### config.mk
export PLATFORM = sky130hd
export DESIGN_NAME = llc_top
export DESIGN_NICKNAME = d
export VERILOG_FILES = /design/src/inc/llc_pkg.sv /design/src/core/llc_sync.sv /design/src/core/llc_top.sv
export SDC_FILE = /design/constraint.sdc
export NUM_CORES = 1
export LEC_CHECK = 0
export BUFFER_PORTS_ARGS = -buffer_cell sky130_fd_sc_hd__buf_2
export CAP_MARGIN = 15
export CORE_MARGIN = 4
export CORE_UTILIZATION = 58
export CTS_BUF_LIST = sky130_fd_sc_hd__clkbuf_16
export DETAILED_ROUTE_END_ITERATION = 12
export PLACE_DENSITY_LB_ADDON = 0.08
export SLEW_MARGIN = 20
export SYNTH_ARGS = -nofsm -noshare
export SYNTH_HDL_FRONTEND = slang
export SYNTH_HIERARCHICAL = 1
export SYNTH_SLANG_ARGS = --single-unit
### constraint.sdc
create_clock -name pclk -period 4.29 [get_ports pclk]
set_input_delay 0.429 -clock pclk [delete_from_list [all_inputs] [get_ports pclk]]
set_output_delay 0.429 -clock pclk [all_outputs]
set_load 0.02 [all_outputs]
### src/inc/llc_pkg.sv
// package: register map, field layout and types of the line-lock status and pixel clock block
package llc_pkg;
  localparam logic [7:0] ADDR_CTRL     = 8'h00;
  localparam logic [7:0] ADDR_LOCK_CFG = 8'h04;
  localparam logic [7:0] ADDR_OSC_CNT  = 8'h08;
  localparam logic [7:0] ADDR_LINE_LEN = 8'h0C;
  localparam logic [7:0] ADDR_STATUS   = 8'h10;
  localparam int CTRL_OSC_SEL   = 0;
  localparam int CTRL_DIFF      = 2;
  localparam int CTRL_MODE      = 4;
  localparam int CTRL_PLEN      = 6;
  localparam int CTRL_LOVR      = 7;
  localparam int CTRL_REARM     = 8;
  localparam int CFG_PIX_THR    = 0;
  localparam int CFG_LINE_THR   = 8;
  localparam int OSC_LOW_POS    = 0;
  localparam int OSC_HIGH_POS   = 8;
  localparam int STAT_LOCK      = 0;
  localparam int STAT_UNLOCK    = 5;
  localparam logic [7:0] RST_OSC_COUNT = 8'h02;
  localparam logic [11:0] RST_LINE_LEN = 12'hFFF;
  localparam logic [1:0] MODE_RSVD = 2'h0;
  localparam logic [1:0] MODE_HALT = 2'h1;
  localparam logic [1:0] MODE_FREE = 2'h2;
  localparam logic [1:0] MODE_WRAP = 2'h3;
  typedef enum logic [2:0] {
    PC_LOW  = 3'b001,
    PC_HIGH = 3'b010,
    PC_HALT = 3'b100
  } llc_pc_state_t;
  typedef struct packed {
    logic        psel;
    logic        penable;
    logic        pwrite;
    logic [7:0]  paddr;
    logic [31:0] pwdata;
  } llc_apb_req_t;
  typedef struct packed {
    logic [31:0] prdata;
    logic        pready;
    logic        pslverr;
  } llc_apb_rsp_t;
  typedef struct packed {
    llc_apb_rsp_t  rsp;
    logic [1:0]    osc_sel;
    logic [1:0]    diff_en;
    logic [1:0]    cnt_mode;
    logic          plen;
    logic          lovr;
    logic [3:0]    pix_thr;
    logic [7:0]    line_thr;
    logic [7:0]    osc_low;
    logic [7:0]    osc_high;
    logic [11:0]   line_len;
    logic          lock_flag;
    logic          cu_flag;
    logic [7:0]    good_lines;
    logic [4:0]    act_cnt;
    llc_pc_state_t pc_state;
    logic          pix_clk;
    logic [7:0]    half_cnt;
    logic [11:0]   line_length_count;
    logic          osc_lvl;
    logic          sync_lvl;
    logic          plim;
  } llc_state_t;
endpackage : llc_pkg
### src/core/llc_sync.sv
// three-stage pin synchroniser; output follows once stages two and three agree
module llc_sync #(
  parameter int W = 1
) (
  input  wire logic         pclk,
  input  wire logic         presetn,
  input  wire logic [W-1:0] pin,
  output logic      [W-1:0] level
);
  typedef struct packed {
    logic [W-1:0] s1;
    logic [W-1:0] s2;
    logic [W-1:0] s3;
    logic [W-1:0] lvl;
  } llc_sync_state_t;
  llc_sync_state_t q;
  llc_sync_state_t d;
  always_comb
  begin
    d    = q;
    d.s1 = pin;
    d.s2 = q.s1;
    d.s3 = q.s2;
    for (int i = 0; i < W; i++)
    begin
      if (q.s2[i] == q.s3[i])
      begin
        d.lvl[i] = q.s3[i];
      end
    end
  end
  always_ff @(posedge pclk or negedge presetn)
  begin
    if (!presetn)
    begin
      q <= '0;
    end
    else
    begin
      q <= d;
    end
  end
  assign level = q.lvl;
endmodule : llc_sync

### src/core/llc_top.sv
// line-lock status flags and oscillator-divided pixel clock with horizontal counter
// Functional notes
// - per line, comparator active time above pixel threshold clears the lock flag.
// - software rearms lock flag by writing the rearm bit; device clears it.
// - enough consecutive good lines clear the continuous-unlock flag.
// - any bad line sets the continuous-unlock flag.
// - continuous-unlock flag ignores software writes.
// - phase-limit enable plus lock override lets continuous-unlock decide limiting.
// - active time comes straight from the phase comparator output.
// - status read shows the live continuous-unlock flag.
// - four oscillator inputs, one selected, pairs single-ended or differential.
// - pixel clock low and high last programmed oscillator half-periods each.
// - each sync falling edge restarts the pixel clock cycle.
// - mode 01 halts counter and clock high at line length until sync.
// - mode 01 sync edge before line length clears counter, clock keeps running.
// - mode 11 counter wraps at line length, clock runs on.
// - mode 11 sync edge clears counter, which then counts on.
// - mode 10 counter resets only at line length.
// - twelve-bit counter advances on pixel clock rise, not readable.
//
// The APB interface to the registers and the register addresses were decided locally.
module llc_top (
  input  wire logic                  pclk,
  input  wire logic                  presetn,
  input  wire llc_pkg::llc_apb_req_t apb_req,
  output llc_pkg::llc_apb_rsp_t      apb_rsp,
  input  wire logic [3:0]            oscillator_input,
  input  wire logic                  composite_sync_n,
  input  wire logic                  phase_compare_out,
  output logic                       pixel_clock,
  output logic                       phase_limit_active,
  output logic                       continuous_unlock_flag,
  output logic                       lock_error_flag
);
  llc_pkg::llc_state_t q;
  llc_pkg::llc_state_t d;
  logic [3:0]  osc_s;
  logic        sync_s;
  logic        pc_s;
  logic        osc_now;
  logic        osc_edge;
  logic        sync_fall;
  logic        setup;
  logic        wr_en;
  logic        bad_line;
  logic [8:0]  good_nx;
  logic [7:0]  phase_len;
  logic        pix_rise;
  logic        mode_halt;
  logic        mode_clr;

  llc_sync #(.W(6)) u_sync (
    .pclk    (pclk),
    .presetn (presetn),
    .pin     ({phase_compare_out, composite_sync_n, oscillator_input}),
    .level   ({pc_s, sync_s, osc_s})
  );

  // selected oscillator level; a differential pair follows its true leg while legs differ
  always_comb
  begin
    osc_now = osc_s[q.osc_sel];
    if (q.diff_en[q.osc_sel[1]])
    begin
      osc_now = (osc_s[{q.osc_sel[1], 1'b0}] != osc_s[{q.osc_sel[1], 1'b1}]) ?
                osc_s[{q.osc_sel[1], 1'b0}] : q.osc_lvl;
    end
  end

  assign osc_edge  = osc_now != q.osc_lvl;
  assign sync_fall = q.sync_lvl & ~sync_s;
  assign setup     = apb_req.psel & ~apb_req.penable;
  assign wr_en     = apb_req.psel & apb_req.penable & apb_req.pwrite & q.rsp.pready & ~q.rsp.pslverr;
  assign bad_line  = q.act_cnt > {1'b0, q.pix_thr};
  assign good_nx   = {1'b0, q.good_lines} + 9'h001;
  assign phase_len = (q.pc_state == llc_pkg::PC_LOW) ? q.osc_low : q.osc_high;
  assign mode_halt = q.cnt_mode == llc_pkg::MODE_HALT;
  assign mode_clr  = q.cnt_mode[0];
  assign pix_rise  = ~sync_fall & osc_edge & (q.pc_state == llc_pkg::PC_LOW) &
                     ({1'b0, q.half_cnt} + 9'h001 >= {1'b0, (phase_len == 8'h00) ? 8'h01 : phase_len});

  always_comb
  begin
    d          = q;
    d.osc_lvl  = osc_now;
    d.sync_lvl = sync_s;
    // bus slave: answer prepared in setup, zero-wait access
    d.rsp.pready  = setup;
    d.rsp.pslverr = 1'b0;
    d.rsp.prdata  = 32'h0000_0000;
    if (setup)
    begin
      unique case (apb_req.paddr)
        llc_pkg::ADDR_CTRL:
        begin
          d.rsp.prdata[llc_pkg::CTRL_OSC_SEL +: 2] = q.osc_sel;
          d.rsp.prdata[llc_pkg::CTRL_DIFF +: 2]    = q.diff_en;
          d.rsp.prdata[llc_pkg::CTRL_MODE +: 2]    = q.cnt_mode;
          d.rsp.prdata[llc_pkg::CTRL_PLEN]         = q.plen;
          d.rsp.prdata[llc_pkg::CTRL_LOVR]         = q.lovr;
        end
        llc_pkg::ADDR_LOCK_CFG:
        begin
          d.rsp.prdata[llc_pkg::CFG_PIX_THR +: 4]  = q.pix_thr;
          d.rsp.prdata[llc_pkg::CFG_LINE_THR +: 8] = q.line_thr;
        end
        llc_pkg::ADDR_OSC_CNT:
        begin
          d.rsp.prdata[llc_pkg::OSC_LOW_POS +: 8]  = q.osc_low;
          d.rsp.prdata[llc_pkg::OSC_HIGH_POS +: 8] = q.osc_high;
        end
        llc_pkg::ADDR_LINE_LEN:
        begin
          d.rsp.prdata[11:0] = q.line_len;
        end
        llc_pkg::ADDR_STATUS:
        begin
          d.rsp.prdata[llc_pkg::STAT_LOCK]   = q.lock_flag;
          d.rsp.prdata[llc_pkg::STAT_UNLOCK] = q.cu_flag;
        end
        default:
        begin
          d.rsp.pslverr = 1'b1;
        end
      endcase
    end
    if (wr_en)
    begin
      unique case (apb_req.paddr)
        llc_pkg::ADDR_CTRL:
        begin
          d.osc_sel  = apb_req.pwdata[llc_pkg::CTRL_OSC_SEL +: 2];
          d.diff_en  = apb_req.pwdata[llc_pkg::CTRL_DIFF +: 2];
          d.cnt_mode = apb_req.pwdata[llc_pkg::CTRL_MODE +: 2];
          d.plen     = apb_req.pwdata[llc_pkg::CTRL_PLEN];
          d.lovr     = apb_req.pwdata[llc_pkg::CTRL_LOVR];
          if (apb_req.pwdata[llc_pkg::CTRL_REARM])
          begin
            d.lock_flag = 1'b1;
          end
        end
        llc_pkg::ADDR_LOCK_CFG:
        begin
          d.pix_thr  = apb_req.pwdata[llc_pkg::CFG_PIX_THR +: 4];
          d.line_thr = apb_req.pwdata[llc_pkg::CFG_LINE_THR +: 8];
        end
        llc_pkg::ADDR_OSC_CNT:
        begin
          d.osc_low  = apb_req.pwdata[llc_pkg::OSC_LOW_POS +: 8];
          d.osc_high = apb_req.pwdata[llc_pkg::OSC_HIGH_POS +: 8];
        end
        llc_pkg::ADDR_LINE_LEN:
        begin
          d.line_len = apb_req.pwdata[11:0];
        end
        default:
        begin
          d.line_len = q.line_len; // status is read-only
        end
      endcase
    end
    // comparator active time, in pixel clocks, per line
    if (pc_s && pix_rise && q.act_cnt != 5'h1F)
    begin
      d.act_cnt = q.act_cnt + 5'h01;
    end
    if (sync_fall)
    begin
      d.act_cnt = 5'h00;
      if (bad_line)
      begin
        d.lock_flag  = 1'b0;
        d.cu_flag    = 1'b1;
        d.good_lines = 8'h00;
      end
      else if (good_nx >= {1'b0, q.line_thr})
      begin
        d.cu_flag = 1'b0;
      end
      else
      begin
        d.good_lines = good_nx[7:0];
      end
    end
    d.plim = q.plen & (~q.lovr | q.cu_flag);
    // pixel clock divider and horizontal counter
    if (sync_fall)
    begin
      d.pc_state = llc_pkg::PC_HIGH;
      d.pix_clk  = 1'b1;
      d.half_cnt = 8'h00;
      if (mode_clr)
      begin
        d.line_length_count = 12'h000;
      end
    end
    else
    begin
      unique case (q.pc_state)
        llc_pkg::PC_HALT:
        begin
          if (!mode_halt)
          begin
            d.pc_state = llc_pkg::PC_HIGH;
          end
        end
        llc_pkg::PC_LOW,
        llc_pkg::PC_HIGH:
        begin
          if (osc_edge)
          begin
            d.half_cnt = q.half_cnt + 8'h01;
            if ({1'b0, q.half_cnt} + 9'h001 >= {1'b0, (phase_len == 8'h00) ? 8'h01 : phase_len})
            begin
              d.half_cnt = 8'h00;
              d.pix_clk  = ~q.pix_clk;
              d.pc_state = (q.pc_state == llc_pkg::PC_LOW) ? llc_pkg::PC_HIGH : llc_pkg::PC_LOW;
            end
          end
          if (pix_rise)
          begin
            if (q.line_length_count == q.line_len)
            begin
              if (mode_halt)
              begin
                d.pc_state = llc_pkg::PC_HALT;
              end
              else
              begin
                d.line_length_count = 12'h000;
              end
            end
            else
            begin
              d.line_length_count = q.line_length_count + 12'h001;
            end
          end
        end
        default:
        begin
          d.pc_state = llc_pkg::PC_HIGH;
        end
      endcase
    end
  end

  always_ff @(posedge pclk or negedge presetn)
  begin
    if (!presetn)
    begin
      q          <= '0;
      q.osc_low  <= llc_pkg::RST_OSC_COUNT;
      q.osc_high <= llc_pkg::RST_OSC_COUNT;
      q.line_len <= llc_pkg::RST_LINE_LEN;
      q.cu_flag  <= 1'b1;
      q.pc_state <= llc_pkg::PC_LOW;
    end
    else
    begin
      q <= d;
    end
  end

  assign apb_rsp                = q.rsp;
  assign pixel_clock            = q.pix_clk;
  assign phase_limit_active     = q.plim;
  assign continuous_unlock_flag = q.cu_flag;
  assign lock_error_flag        = q.lock_flag;
endmodule : llc_top

==> flow_summary.toml <==
[layout]
final_cells = 819
syn2layout_area_growth_pct = 11.3
utilization_pct = 66.6
drive_above_1_share_pct = 25.3
nNetsFinal = 740
num_antenna_cells = 0
fillers = 902

[critical_path]
max_stage_delay_ps = 580
worst-endpoint-arrival_ps = 4290
critical_path.cell_chain = "or3b_1, mux2i_1, nand4_1, o22ai_1, ha_1, nand2b_1, a2111oi_0, o32a_1, nand2_1, or4_1, o221ai_1"
crit_path_start_kind = "flop"
critPathKind = "reg -> reg"
crit_slowest_cell = "a2111oi_0"
required_ps = 4620
crit_fanout = 10
end_kind = "flop"

[clock_tree]
cts.repair.resized = 0
cts_tree = "done"
numClockSinks = 132
clk_pin_slew_ps = 60
ctsRootBufferMaster = "clkbuf_16"
clock_path_buffers = 2
numCtsBuffers = 17
post-cts-setup-buffers = 0
h-tree-depth = 4
ctsHoldBuffers = 0
worstSkewPairLatency_ps = 420

[placed_design]
hpwl_mm = 11.3
place.gp.congestion = 0.834
dp_cells = 788
port_buffers = 56

[floorplanning]
rows = 39
die_x_microns = 117
pin_count = 89
start_util_pct = 59.8
die_h_microns = 117
coreArea_sq_um = 11600
die_area_sq_um = 13700

[timing]
fmax_ghz = 0.252
worst_slew_pin_slew_ps = 1000
drv_slew = 0
setup_viol = 0
finClkSkew_ps = 6.77
post-route-min-period_ps = 3960
slew_headroom_pct = 32.2
hold_viol = 0
hold_slack_ps = 56.7
fin_crit_sh_pct = 92.4
rsz0062_at_grt = "false"
final.setup.tns_ps = 0

[grt]
use_met1_pct = 32.5
grt_max_degree = 96
overflow = 0
grtUsageTotal_pct = 24.0
antenna_found_initial = 0
use_met2_pct = 37.1
gr-usage-met3_pct = 6.22
first_global_vias = 4690
grt-busiest-layer = "met2"
grt_pass1_wl_mm = 24.7

[synth]
synth_edf_count = 0
synth_warnings = 6
synth_ff_type = "dfrtp_1"
syn-instance-count = 626
postSynth.asyncResetShare_pct = 100
synthDistinctLibCells = 66
synth_top_area_cell = "dfrtp_1"
ys_top_cells_by_area = "dfrtp_1 42%, mux2_2 8.3%, dfstp_2 6.1%"
synth_top_area_share_pct = 42.0
ys_seq_area_share_pct = 48.1
ys_ff_latch = 132
syn_area_sq_um = 6910
syn-mean-instance-area_sq_um = 11.0

[route]
via_count = 4946
ant_nets = 0
drt_iter0_markers = 385
avgRoutedWirePerCell_microns = 19.0
wl_mm = 15.6
first_pass_iters = 5
viasPerCell = 6.04
detail_route.drc_violations = 0

[run]
max-cap-violations = 0

[hold_path]
hold_class = "in -> async"

[pwr]
p_seq_share_pct = 41.4
combPwrFrac_pct = 14.0
power_density_nw_per_um2 = 425
p_sw_uw = 860
sw_frac_of_total_pct = 26.3
p_leak_uw = 0.00361
ir_worst_vdd_uv = 389
clkPwrFrac_pct = 44.6
internal-power_uw = 2410

[outcome]
status = "complete, no violations"
[path summary, 6_finish.rpt]
kind,from,endpoint,slack [ps],cells past startpoint
worst min-delay path,presetn,q[8],60,1
worst min register to register,u_sync/d[17],u_sync/d[11],340,0
max in group asynchronous,presetn,q[48],3230,2
worst max-delay path,q[24],q[20],330,11
worst max register to register,q[24],q[20],330,11
min in group pclk,oscillator_input[3],u_sync/d[15],110,1
[Yosys cell counts (12+ instances only)]
| library cell | n |
|---|---|
| nand2_1 | 33 |
| dfstp_2 | 16 |
| mux2i_1 | 12 |
| buf_4 | 40 |
| a21oi_1 | 20 |
| nor2_1 | 36 |
| dfrtp_1 | 116 |
| mux2_2 | 51 |
| inv_1 | 24 |
| nand3_1 | 16 |
| nor2b_1 | 13 |
| ha_1 | 25 |
| o21ai_0 | 16 |
| xnor2_1 | 18 |
[through the flow]
| stage | instance area (sq um) | setup WS [ps] | power (uW) |
|---|---|---|---|
| 3_3_place_gp | 7100 | 493 | 1820 |
| 4_1_cts | 7700 | 339 | 3300 |
| 3_5_place_dp | 7100 | 354 | 1830 |
| 6_report | 7700 | 326 | 3270 |
| 2_1_floorplan | 6970 | 637 | 1690 |
| 5_1_grt | 7700 | 115 | 3420 |
[critical path, delay by kind of cell (launching register included)]
family | cells | cell delay [ps]
fa+ha+maj | 1 | 250
mux | 1 | 290
compound gates | 4 | 1190
simple gates | 5 | 1570
flops | 1 | 560
[cell type report]
| class | count | area, sq um | share of cell area [%] |
|---|---|---|---|
| timing repair buffer | 62 | 332 | 4.31 |
| sequential | 132 | 3320 | 43.2 |
| multi-input combinational | 427 | 3180 | 41.3 |
| tap | 143 | 179 | 2.32 |
| inverter | 24 | 90.1 | 1.17 |
| clock inverter | 14 | 169 | 2.19 |
| clock buffer | 17 | 425 | 5.53 |
[power by group through the flow]
stage	Combinational, uW	Sequential [uW]	Clock (uW)
final	458	1350	1460
after floorplan	325	1370	0
after global placement	444	1370	0
after global routing	512	1360	1540
after detailed placement	455	1380	0
after CTS	458	1350	1480
[cells in the final DEF (no fill, tap or decap), types with 5 or more instances in the layout]
| cell | instances |
|---|---|
| xor2_1 | 5 |
| nand3_1 | 16 |
| nand2b_1 | 6 |
| a32o_1 | 6 |
| o211ai_1 | 6 |
| nor2b_1 | 13 |
| clkbuf_16 | 17 |
| nor2_1 | 36 |
| and3_1 | 8 |
| a22oi_1 | 11 |
| a21oi_1 | 20 |
| buf_4 | 6 |
| clkinv_2 | 6 |
| maj3_2 | 6 |
| ha_1 | 25 |
| and2_1 | 8 |
| a21o_1 | 7 |
| or3_1 | 6 |
| o31ai_1 | 8 |
| nor3_1 | 10 |
| mux2i_1 | 12 |
| buf_2 | 55 |
| nand4_1 | 11 |
| o21ai_0 | 16 |
| dfrtp_1 | 116 |
| a31oi_1 | 6 |
| xnor2_1 | 18 |
| nand2_1 | 33 |
| o2bb2ai_1 | 5 |
| mux2_2 | 51 |
| inv_1 | 25 |
| conb_1 | 16 |
| a22o_1 | 11 |
| dfstp_2 | 16 |
[sequential cells by signal, summed over array words and instances, names as in the netlist, 6 cells and up]
register,cells
q,85
apb_rsp,18
u_sync/d,12
u_sync/level,6
u_sync/q,6
[layer usage]
layer	wire length (microns)	vias to the layer above	share of wire, %
li1	-	2323	-
met1	7050	2439	45
met5	0	-	0
met3	877	24	5.6
met4	303	0	1.9
met2	7340	160	47
[cell families (layout without fill, tap and decap cells)]
kind of cell | after synthesis | count (layout) | share of synthesized area (%)
buffers and inverters | 82 | 117 | 6.77
other | 1 | 16 | 0.0542
XOR/XNOR | 23 | 23 | 2.91
AND/OR/NAND/NOR | 167 | 167 | 12.7
multiplexers | 66 | 66 | 11.0
AO/OA/AOI/OAI | 124 | 124 | 13.0
flip-flops | 132 | 132 | 48.1
adder cells (fa/ha/maj) | 31 | 31 | 5.50
Note: power is estimated with default switching activity, not from simulation.
